<file path="src/common/plmc_regs.vh">
// Register offsets, field positions and reset values of the logic block
`ifndef PLMC_REGS_VH
`define PLMC_REGS_VH

// Offsets (word index on the register port)
`define PLMC_MC_CFG_BASE   5'h00
`define PLMC_CTRL_ADDR     5'h10
`define PLMC_STATUS_ADDR   5'h11
`define PLMC_STATE_ADDR    5'h12
`define PLMC_PINS_ADDR     5'h13

// Macrocell configuration fields
`define PLMC_MODE_LSB      0
`define PLMC_MODE_MSB      1
`define PLMC_INCAP_BIT     2
`define PLMC_CLKSEL_LSB    3
`define PLMC_CLKSEL_MSB    4
`define PLMC_LOWPWR_BIT    5
`define PLMC_OEMODE_LSB    6
`define PLMC_OEMODE_MSB    7

// Storage modes
`define PLMC_MODE_COMB     2'h0
`define PLMC_MODE_DREG     2'h1
`define PLMC_MODE_TREG     2'h2
`define PLMC_MODE_LATCH    2'h3

// Three-state driver modes
`define PLMC_OE_ALWAYS     2'h0
`define PLMC_OE_NEVER      2'h1
`define PLMC_OE_TERM0      2'h2
`define PLMC_OE_TERM1      2'h3

// Control register fields
`define PLMC_CTRL_ISP_BIT  0
`define PLMC_CTRL_SEC_BIT  1
`define PLMC_CTRL_ERASE_BIT 2

// Reset values
`define PLMC_MC_CFG_RESET  8'h41
`define PLMC_CTRL_RESET    8'h00

`endif

</file>
<file path="src/rtl/plmc_logic_block.v">
// One logic block: macrocells, I/O cells, clock pins and configuration
//
// Notes on behaviour
// RQ1 - Buried macrocell feeds back only, never pins
// RQ2 - Buried macrocell can capture input, flop or latch
// RQ3 - Input capture ignores product-term logic
// RQ4 - Flip-flops change only on selected clock rise
// RQ5 - Latch holds while gate high, passes low
// RQ6 - Clock picked from two or four pins
// RQ7 - Clock pins also readable as data inputs
// RQ8 - One clear and one set term per block
// RQ9 - Clear beats set; latch init while transparent illegal
// RQ10 - Driver always on, always off, or term-enabled
// RQ11 - Two enable terms shared by all I/O cells
// RQ12 - All outputs float during in-system programming
// RQ13 - Programming via compliant boundary-scan port; here ISP is set through the register port
// RQ14 - Released pins keep their last driven level
// RQ15 - Each path may run slow low-power mode
// RQ16 - Power-up clears every flip-flop low
// RQ17 - Outside keeps clocks idle through power-up
// RQ18 - Security bit blocks readback, programming; erase clears
// RQ19 - Register can be D or toggle type
// RQ20 - Latch option only where buried cells exist
// RQ21 - Cell count, clocks, buried cells are parameters
// RQ22 - Storage has clear and set, clear first
`timescale 1ns/1ps
`include "plmc_regs.vh"

module plmc_logic_block #(
   parameter NUM_MC     = 8,   // Macrocells in the block (see RQ21)
   parameter NUM_CLK    = 4,   // Dedicated clock pins, 2 or 4 (see RQ6)
   parameter HAS_BURIED = 1    // Odd macrocells buried when set (see RQ21)
) (
   // Clock and reset
   input  wire              sys_clk,
   input  wire              rst,
   // Register port
   input  wire [4:0]        regAddr,
   input  wire [7:0]        regWrData,
   input  wire              regWr,
   input  wire              regRd,
   output reg  [7:0]        regRdData,
   // Dedicated clock pins, also used as data
   input  wire [NUM_CLK-1:0] clkPin,
   output wire [NUM_CLK-1:0] clkPinLevel,
   // Product-term results from the array
   input  wire [NUM_MC-1:0] termSum,
   input  wire              blockAsyncClearTerm,
   input  wire              blockAsyncSetTerm,
   input  wire              oeTerm0,
   input  wire              oeTerm1,
   // Switch-matrix feedback
   output wire [NUM_MC-1:0] feedback,
   // Pins of the I/O cells (two-way)
   input  wire [NUM_MC-1:0] padIn,
   input  wire [NUM_MC-1:0] padExtDriven,
   output wire [NUM_MC-1:0] padOut,
   output wire [NUM_MC-1:0] padOe,
   output wire [NUM_MC-1:0] padLevel,
   // Status
   output wire              securityOn,
   output wire              ispActive,
   output reg               initIllegal
);

   // Pin synchronisers; stage one is read only by stage two
   reg [NUM_CLK-1:0] clkMeta;     // First stage, clock pins
   reg [NUM_CLK-1:0] clkSync;     // Second stage, clock pins
   reg [NUM_CLK-1:0] clkPrev;     // Edge detect history
   reg [NUM_MC-1:0]  padMeta;     // First stage, pad data
   reg [NUM_MC-1:0]  padSync;     // Second stage, pad data
   reg [NUM_MC-1:0]  drvMeta;     // First stage, outside drive flag
   reg [NUM_MC-1:0]  drvSync;     // Second stage, outside drive flag

   // Configuration and state
   reg [7:0]         mcCfg [0:NUM_MC-1]; // Per-macrocell setup
   reg               ispOn;       // Programming in progress
   reg               secBit;      // Security fuse
   reg [NUM_MC-1:0]  mcQ;         // Storage element of each macrocell
   reg [NUM_MC-1:0]  mcQSlow;     // Extra stage for low-power paths
   reg [NUM_MC-1:0]  padHold;     // Weak hold level per pin
   reg [NUM_MC-1:0]  padDrv;      // Registered pad data
   reg [NUM_MC-1:0]  padEn;       // Registered pad enable
   reg [NUM_MC-1:0]  next_mcQ;    // Storage next value
   reg [NUM_MC-1:0]  next_padEn;  // Enable next value
   reg               next_bad;    // Illegal latch init seen
   integer           i;           // Loop index, next-value logic
   integer           j;           // Loop index, bus hold
   integer           k;           // Loop index, configuration

   // Decoded port accesses
   wire cfgHit  = (regAddr < NUM_MC);
   wire ctrlWr  = regWr && (regAddr == `PLMC_CTRL_ADDR);
   wire eraseWr = ctrlWr && regWrData[`PLMC_CTRL_ERASE_BIT];

   assign clkPinLevel = clkSync;   // Clock pins double as inputs (see RQ7)
   assign securityOn  = secBit;
   assign ispActive   = ispOn;

   // True where a cell is buried: odd index, only if the variant has them
   function isBuried;
      input integer idx;
      begin
         isBuried = (HAS_BURIED != 0) && (idx % 2 == 1);
      end
   endfunction

   // Next stored value for one macrocell
   function cellNext;
      input [1:0] mode;
      input       dIn;
      input       q;
      input       rise;
      input       gate;
      begin
         case (mode)
            `PLMC_MODE_DREG: cellNext = rise ? dIn : q;      // see RQ4
            `PLMC_MODE_TREG: cellNext = rise ? (q ^ dIn) : q; // see RQ19
            `PLMC_MODE_LATCH: cellNext = gate ? q : dIn;     // see RQ5
            default: cellNext = dIn;   // Combinational path
         endcase
      end
   endfunction

   // Two-stage synchronisers and clock edge history
   always @(posedge sys_clk) begin
      if (rst) begin
         clkMeta <= {NUM_CLK{1'b0}};
         clkSync <= {NUM_CLK{1'b0}};
         clkPrev <= {NUM_CLK{1'b0}};
         padMeta <= {NUM_MC{1'b0}};
         padSync <= {NUM_MC{1'b0}};
         drvMeta <= {NUM_MC{1'b0}};
         drvSync <= {NUM_MC{1'b0}};
      end else begin
         clkMeta <= clkPin;
         clkSync <= clkMeta;
         clkPrev <= clkSync;
         padMeta <= padIn;
         padSync <= padMeta;
         drvMeta <= padExtDriven;
         drvSync <= drvMeta;
      end
   end

   // Storage next values; clear term beats set term
   always @* begin
      next_mcQ   = mcQ;
      next_padEn = {NUM_MC{1'b0}};
      next_bad   = 1'b0;
      for (i = 0; i < NUM_MC; i = i + 1) begin
         // Latch mode exists only with buried cells (see RQ20)
         if (isBuried(i) &&
             mcCfg[i][`PLMC_INCAP_BIT]) begin
            // Input capture: pin data, array ignored (see RQ2, RQ3)
            next_mcQ[i] = cellNext(
               (mcCfg[i][`PLMC_MODE_MSB:`PLMC_MODE_LSB] ==
                `PLMC_MODE_LATCH && HAS_BURIED != 0) ?
                  `PLMC_MODE_LATCH : `PLMC_MODE_DREG,
               padSync[i], mcQ[i],
               clkSync[mcCfg[i][`PLMC_CLKSEL_MSB:`PLMC_CLKSEL_LSB]
                       % NUM_CLK] &
               ~clkPrev[mcCfg[i][`PLMC_CLKSEL_MSB:`PLMC_CLKSEL_LSB]
                        % NUM_CLK],
               clkSync[mcCfg[i][`PLMC_CLKSEL_MSB:`PLMC_CLKSEL_LSB]
                       % NUM_CLK]);
         end else begin
            // Clock selected per cell (see RQ6)
            next_mcQ[i] = cellNext(
               (mcCfg[i][`PLMC_MODE_MSB:`PLMC_MODE_LSB] ==
                `PLMC_MODE_LATCH && HAS_BURIED == 0) ?
                  `PLMC_MODE_DREG :
                  mcCfg[i][`PLMC_MODE_MSB:`PLMC_MODE_LSB],
               termSum[i], mcQ[i],
               clkSync[mcCfg[i][`PLMC_CLKSEL_MSB:`PLMC_CLKSEL_LSB]
                       % NUM_CLK] &
               ~clkPrev[mcCfg[i][`PLMC_CLKSEL_MSB:`PLMC_CLKSEL_LSB]
                        % NUM_CLK],
               clkSync[mcCfg[i][`PLMC_CLKSEL_MSB:`PLMC_CLKSEL_LSB]
                       % NUM_CLK]);
         end
         // Shared block terms act on every cell not in combinational mode (see RQ8, RQ22)
         if (mcCfg[i][`PLMC_MODE_MSB:`PLMC_MODE_LSB] !=
             `PLMC_MODE_COMB) begin
            if (blockAsyncClearTerm)
               next_mcQ[i] = 1'b0;                         // see RQ9
            else if (blockAsyncSetTerm)
               next_mcQ[i] = 1'b1;                         // see RQ9
            // Init on a transparent latch is undefined; flag it
            if ((blockAsyncClearTerm || blockAsyncSetTerm) &&
                HAS_BURIED != 0 &&
                mcCfg[i][`PLMC_MODE_MSB:`PLMC_MODE_LSB] ==
                `PLMC_MODE_LATCH &&
                !clkSync[mcCfg[i][`PLMC_CLKSEL_MSB:`PLMC_CLKSEL_LSB]
                         % NUM_CLK])
               next_bad = 1'b1;                            // see RQ9
         end
         // Driver enable from shared terms (see RQ10, RQ11)
         case (mcCfg[i][`PLMC_OEMODE_MSB:`PLMC_OEMODE_LSB])
            `PLMC_OE_ALWAYS: next_padEn[i] = 1'b1;
            `PLMC_OE_NEVER:  next_padEn[i] = 1'b0;
            `PLMC_OE_TERM0:  next_padEn[i] = oeTerm0;
            default:         next_padEn[i] = oeTerm1;
         endcase
         // Buried cells never reach a pin (see RQ1)
         if (isBuried(i) || ispOn)
            next_padEn[i] = 1'b0;                          // see RQ12
      end
   end

   // Storage, low-power stage and pad drivers
   always @(posedge sys_clk) begin
      if (rst) begin
         mcQ         <= {NUM_MC{1'b0}};                    // see RQ16
         mcQSlow     <= {NUM_MC{1'b0}};
         padDrv      <= {NUM_MC{1'b0}};
         padEn       <= {NUM_MC{1'b0}};
         initIllegal <= 1'b0;
      end else begin
         mcQ         <= next_mcQ;
         mcQSlow     <= mcQ;
         padDrv      <= feedback;
         padEn       <= next_padEn;
         initIllegal <= next_bad;
      end
   end

   // Low-power paths see one extra cycle of delay (see RQ15)
   genvar g;
   generate
      for (g = 0; g < NUM_MC; g = g + 1) begin : gPath
         assign feedback[g] = mcCfg[g][`PLMC_LOWPWR_BIT] ?
                              mcQSlow[g] : mcQ[g];
      end
   endgenerate

   assign padOut = padDrv & padEn;
   assign padOe  = padEn;

   // Bus hold: remember the last level anyone drove (see RQ14)
   always @(posedge sys_clk) begin
      if (rst) begin
         padHold <= {NUM_MC{1'b0}};
      end else begin
         for (j = 0; j < NUM_MC; j = j + 1) begin
            if (padEn[j])
               padHold[j] <= padDrv[j];
            else if (drvSync[j])
               padHold[j] <= padSync[j];
         end
      end
   end
   assign padLevel = padHold;

   // Configuration writes; blocked while secure (see RQ18)
   always @(posedge sys_clk) begin
      if (rst) begin
         ispOn  <= 1'b0;
         secBit <= 1'b0;
         for (k = 0; k < NUM_MC; k = k + 1)
            mcCfg[k] <= `PLMC_MC_CFG_RESET;
      end else if (eraseWr) begin
         // Full erase and reset are the only ways to drop security
         secBit <= 1'b0;                                   // see RQ18
         ispOn  <= regWrData[`PLMC_CTRL_ISP_BIT];
         for (k = 0; k < NUM_MC; k = k + 1)
            mcCfg[k] <= `PLMC_MC_CFG_RESET;
      end else begin
         if (ctrlWr) begin
            // Programming session flag from the register port control word
            ispOn <= regWrData[`PLMC_CTRL_ISP_BIT];        // see RQ13
            if (regWrData[`PLMC_CTRL_SEC_BIT])
               secBit <= 1'b1;
         end
         if (regWr && cfgHit && !secBit)
            mcCfg[regAddr[4:0] % NUM_MC] <= regWrData;     // see RQ18
      end
   end

   // Read data, one cycle after the strobe
   always @(posedge sys_clk) begin
      if (rst) begin
         regRdData <= 8'h00;
      end else if (regRd) begin
         if (cfgHit)
            // Secured pattern reads back as zero (see RQ18)
            regRdData <= secBit ? 8'h00 : mcCfg[regAddr % NUM_MC];
         else if (regAddr == `PLMC_CTRL_ADDR)
            regRdData <= {7'h00, ispOn};
         else if (regAddr == `PLMC_STATUS_ADDR)
            regRdData <= {5'h00, initIllegal, secBit, ispOn};
         else if (regAddr == `PLMC_STATE_ADDR)
            regRdData <= mcQ[7:0];
         else if (regAddr == `PLMC_PINS_ADDR)
            regRdData <= padHold[7:0];
         else
            regRdData <= 8'h00;   // Unmapped reads as zero
      end else begin
         regRdData <= 8'h00;
      end
   end

endmodule

</file>
<file path="config.mk">
export PLATFORM = sky130hd
export DESIGN_NAME = plmc_logic_block
export DESIGN_NICKNAME = d
export VERILOG_FILES = /design/src/rtl/plmc_logic_block.v
export VERILOG_INCLUDE_DIRS = /design/src /design/src/common
export SDC_FILE = /design/constraint.sdc
export NUM_CORES = 1
export LEC_CHECK = 0
export ABC_AREA = 1
export BUFFER_PORTS_ARGS = -buffer_cell sky130_fd_sc_hd__clkbuf_2
export CAP_MARGIN = 15
export CORE_ASPECT_RATIO = 1.25
export CORE_MARGIN = 4
export CORE_UTILIZATION = 40
export CTS_CLUSTER_DIAMETER = 40
export DETAILED_ROUTE_END_ITERATION = 10
export GPL_ROUTABILITY_DRIVEN = 0
export GPL_TIMING_DRIVEN = 0
export SLEW_MARGIN = 25
export SYNTH_ARGS = -nofsm -noshare
export SYNTH_HDL_FRONTEND = slang
export SYNTH_SLANG_ARGS = --single-unit
</file>
<file path="constraint.sdc">
create_clock -name sys_clk -period 2.05 [get_ports sys_clk]
set_clock_uncertainty 0.05 [all_clocks]
set_input_delay 0.1025 -clock sys_clk [delete_from_list [all_inputs] [get_ports sys_clk]]
set_output_delay 0.1025 -clock sys_clk [all_outputs]
set_load 0.05 [all_outputs]
</file>
* Word-level counts from Yosys, hierarchy flattened *
Memories as Yosys holds them, arrays and structs flattened.
Index checks and enable logic that the tools add are counted.

operators by class
  add/sub/neg operators = 0
  $mul = 0
  divide/modulo/power cells = 0
  $lt $le $gt $ge = 9
  equal/unequal tests = 48
  shift-type cells = 0
  muxes and demuxes = 184
  bitwise gates (word level) = 38
  reductions and logical operators = 56

operators by type and width
  kind                  number
  $mux W1               132
  $mux W8               15
  $eq A2 B2 Y1 const B  28
  $pmux W1 S3           16
  $reduce_bool A2 Y1    17
  $bmux W1 S2           16
  $eq A2 B1 Y1 const B  16
  $lt A2 B3 Y1 const B  8
  $eq A5 B5 Y1 const B  4
  $logic_and A1 B1 Y1   20
  $xor A1 B1 Y1         12
  $logic_not A1 Y1      9
  $not A1 Y1            9
  $and A1 B1 Y1         8
  $and A8 B8 Y8         1
  $logic_not A2 Y1      4
  $mux W2               4
  $or A1 B1 Y1          8
  $reduce_or A8 Y1      1
  $reduce_or A2 Y1      3
  $lt A5 B4 Y1 const B  1
  $mux W3               1
  $reduce_and A2 Y1     1
  $logic_or A1 B1 Y1    1

storage, ports and cells
  register bits = 95
  latch bits = 0
  bits in writable memories = 64
  memory bits (read-only) = 0
  output and inout bits = 47
  memories kept = 1

memories
  name   words  bits a word  rd ports  clocked after Yosys merged registers in  wr ports  line                   text
  mcCfg  8      8            9         0                                        8         plmc_logic_block.v:76  reg [7:0] mcCfg [0:NUM_MC-1];

* Longest topological paths before layout *
An unclocked memory read counts as a cell.

  word-level depth = 21
  mapped depth = 12
  gate-level depth less buffers = 12

* Worst setup path before layout *
OpenSTA, ideal clock, no wires.

  path type = register -> register
  start point = register secBit (netlist: securityOn)
  end point = memory mcCfg[6][0] (enable)
  library setup time = 0.329 ns
  arrival = 1.639 ns
  required time = 1.671 ns
  slack = 0.032 ns
  stages on the path, launching flop included = 9
  buffers on the path = 0
  period minus slack after synthesis = 2.018 ns
  cell sequence = dfxtp_1 or3_4 clkinv_4 nand3_4 nor2_4 inv_4 nor2_4 inv_2 nand2_1

RTL lines
  item                      line                    text
  start: declaration        plmc_logic_block.v:78   reg secBit;
  start signal: assignment  plmc_logic_block.v:259  secBit <= 1'b0;
  start signal: assignment  plmc_logic_block.v:264  secBit <= 1'b0;
  start signal: assignment  plmc_logic_block.v:273  secBit <= 1'b1;
  end: declaration          plmc_logic_block.v:76

==> run summary <==
The run finished with clean final reports. For met3 alone, demand over resource in global routing was 4.059%. Global routing used 28.30% of the available met1 tracks. For this block, the via count after detailed routing is 7098. The tools report the number of setup violations in the final report as 0.

Hold is met by 0.007620 ns. The share of flip-flops with an asynchronous set or reset after synthesis came out at 0%. The highest fanout seen on the critical path works out to 9. The area growth from synthesis to layout works out to 22.03%. TritonCTS built the clock tree. The most frequent cell on the critical path was nor2_4. The core region is 18240 um2. The run gives 0 as the initial antenna violation count. The number of flip-flops and latches in the synthesized netlist works out to 151. The most used flip-flop cell after synthesis is dfxtp_1. In this run the horizontal extent of the chip is 130.2 um. The die covers 20920 um2. In this run the static leakage power is 4.154 nW. The number of endpoints with negative hold slack in the final report is 0. The most congested layer reported by global routing is met2. In this run the count of I/O pins placed on the die edge is 96. Sort of element at the start of the critical path: a flip-flop. The number of buffers inserted by port buffering came out at 86. The worst slack at placement is -0.05682 ns, and the worst slew margin relative to its limit is 37.46%. The H-tree was split into 4 levels. First-pass GRT wire length: 36.51 mm. The total setup buffers inserted after CTS was 0; the number of synthesis warnings was 0.

The post-DP HPWL is 17.96 mm, and the area used by sequential logic in the layout is 3664 um2. The number of flops mapped to enable cells by yosys is 64, and the violation count after the first detailed-route iteration is 628. For this run the aggregate overflow at the end of global routing stands at 0.

The data arrival at the endpoint of the critical path came out at 2.05 ns. Global routing used 23.19% of the available tracks across all layers. The worst path needs 1.976 ns of the cycle, external delays included. The initial standard-cell utilization of the core is 40.93%, and the final net count is 1199.

The multi-input combinational cells in the finished layout cover a total of 3109 um2. The remaining antenna violation count is 0, and the maximum clock insertion buffer count is 2. The post-layout utilization of the core came out at 49.94%. Sequential cells were found to cover 49.09% of the synthesized design area. The number of global-route vias before repair was 6732; the clock transition at the registers of the reported paths was 0.07 ns. Cells with a size suffix above 1 make up 15.74% of the layout. The detailed-route DRC error count was 0. Transition time at the pin with the least slew margin: 0.9352 ns. In this run the cell area of the synthesized design comes to 7463 um2.

The average cell area after synthesis came out at 7.390 um2. After detailed routing, the average wire length per cell comes to 16.96 um. The first-pass detailed-route iteration total was 5. The largest single stage delay on the critical path is 0.42 ns.

Library cell contributing the largest single delay on the critical path: or3_4. The initialized floorplan defines 55 standard-cell rows. The clock net in this run drives a total of 151 sinks. The maximum number of pins on one net before global-route repair came out at 19. The worst min-delay path category was primary input to flip-flop. The required time reported for the critical path endpoint is 2.12 ns.

The number of cells produced by synthesis was 1010. Fmax: 506.0 MHz. The number of diodes added for antenna fixing is 0, and the detailed-route wire length is 23.60 mm. The total power per unit cell area came out at 832.0 nW/um2. Setup slack closes at 0.07376 ns. At the later pin of the worst-skew pair, clock insertion delay measures 0.44 ns. The fill cell instance count of the final layout is 1794. The tool flagged a number of max-cap violations equal to 0. Walking the worst path, the cells encountered are or3_4, clkinv_4, nand3_4, nor2_4, inv_4, nor2_4, inv_2, nand2_2. The sort of element at the end of the critical path was a flip-flop. In this run, distinct cell masters in the synthesized netlist total 37. The final critical path takes up 96.40% of the cycle. Root cell of the clock tree: clkbuf_16.

The vertical die dimension is 160.7 um, and the buffering stage count on the worst path with inverters included is 3. The max-slew violation count was 0. The run gives 17 as the number of buffers created by CTS.

The kind of cell with the highest combined delay along the critical path is simple AND/OR/NAND/NOR gates. Using the TritonRoute via totals, the vias-per-cell ratio works out to 5.103. Setup repair after global routing left no endpoint under its margin. Global routing used 38.84% of the available met2 tracks. The worst-case IR drop observed on VDD is 604.3 uV.

The worst setup path is of the flip-flop to flip-flop kind.
worst reg2reg max path, stage by stage (launching register included):
cell	delay, ns
dfxtp_1	0.36
or3_4	0.42
clkinv_4	0.10
nand3_4	0.10
nor2_4	0.11
inv_4	0.08
nor2_4	0.12
inv_2	0.11
nand2_2	0.22
per-stage QoR:
stage | TNS (ns) | cell area [um2] | total power, mW | instances
global placement | -0.6016 | 8205 | 4.426 | 1331
global route | 0 | 9107 | 7.847 | 1391
finish | 0 | 9107 | 7.578 | 1391
CTS | 0 | 9092 | 7.596 | 1391
detailed placement | -0.9321 | 8205 | 4.436 | 1331
floorplan | 0 | 7490 | 4.090 | 1017
synthesized netlist by cell type, types with 2 or more instances:
cell type | instances | share of area [%]
edfxtp_1 | 64 | 26
o21ai_1 | 4 | 0.27
nand2_1 | 236 | 12
nor3_1 | 5 | 0.34
o22ai_1 | 5 | 0.42
buf_2 | 6 | 0.40
xnor2_1 | 6 | 0.70
buf_1 | 6 | 0.30
inv_2 | 23 | 1.2
o21ai_0 | 53 | 3.6
inv_4 | 2 | 0.17
a31oi_1 | 4 | 0.34
nand3b_1 | 4 | 0.40
o21bai_1 | 5 | 0.50
dfxtp_1 | 87 | 23
nand3_1 | 90 | 6.0
nand4_1 | 6 | 0.50
clkbuf_1 | 11 | 0.55
xor2_1 | 2 | 0.23
or2_2 | 2 | 0.17
nor2_1 | 170 | 8.5
nor2_4 | 11 | 1.7
a21oi_1 | 58 | 3.9
inv_1 | 127 | 6.4
o2111ai_1 | 4 | 0.47
buf_4 | 8 | 0.80
worst paths after layout:
check	start	endpoint	slack, ns	cells past startpoint
worst min register to register	drvMeta[6]	drvSync[6]	0.35	2
worst min-delay path	blockAsyncClearTerm	mcQ[2]	0.008	4
worst max-delay path	securityOn	mcCfg[4][5]	0.07	8
worst max register to register	securityOn	mcCfg[4][5]	0.07	8
flip-flops by register name, summed over array words and instances, names as in the netlist:
register,count
mcCfg,64
drvMeta,8
drvSync,8
mcQSlow,8
mcQ,8
padLevel,8
padMeta,8
padSync,8
regRdData,8
clkMeta,4
clkPinLevel,4
clkPrev,4
padDrv,4
padOe,4
initIllegal,1
ispActive,1
securityOn,1
timing repair:
action / CTS / global route
pin swaps: 0 / 0
resized for setup: 4 / 5
hold endpoints to repair: 30 / 0
endpoints found under the setup margin: 32 / 40
hold buffers: 28 / 0
power breakdown:
group	switching, mW	leakage (nW)	total, mW	internal (mW)
Sequential	0.130	1.33	3.42	3.28
Combinational	0.704	2.53	1.01	0.303
Clock	1.51	0.288	3.16	1.65
final cells by class:
class                      count  share of cell area (%)
sequential                   151                   40.23
timing repair buffer         114                   7.803
inverter                     154                   6.457
buffer                        31                   1.690
multi-input combinational    681                   34.14
clock inverter                15                   1.882
tap                          228                   3.132
clock buffer                  17                   4.671
routing by layer:
layer | share of wire, % | routed length, um
met1 | 39 | 9208
met4 | 4.3 | 1016
met5 | 0 | 0
met3 | 6.3 | 1498
met2 | 50 | 11870
kinds of logic (layout without fill, tap and decap cells):
logic type	count (synthesis)	after routing	share of synthesized area [%]
XOR/XNOR	8	8	0.9388
other	1	8	0.05025
AO/OA/AOI/OAI	137	137	9.908
AND/OR/NAND/NOR	528	528	30.08
buffers and inverters	185	331	9.941
flip-flops	151	151	49.09
cells in the final DEF (no fill, tap or decap), drive strengths merged, types with 2 or more instances in the layout:
| cell | n |
|---|---|
| nor3 | 5 |
| o22ai | 5 |
| inv | 162 |
| clkinvlp | 2 |
| clkinv | 5 |
| or2 | 2 |
| dfxtp | 87 |
| dlygate4sd3 | 28 |
| edfxtp | 64 |
| nand4 | 6 |
| conb | 8 |
| nor2 | 181 |
| xnor2 | 6 |
| a31oi | 5 |
| nand3 | 91 |
| xor2 | 2 |
| o21ai | 57 |
| nand2 | 237 |
| o21bai | 5 |
| clkbuf | 114 |
| buf | 20 |
| o2111ai | 4 |
| nand3b | 4 |
| a21oi | 58 |
(Power assumes the default switching activity.)
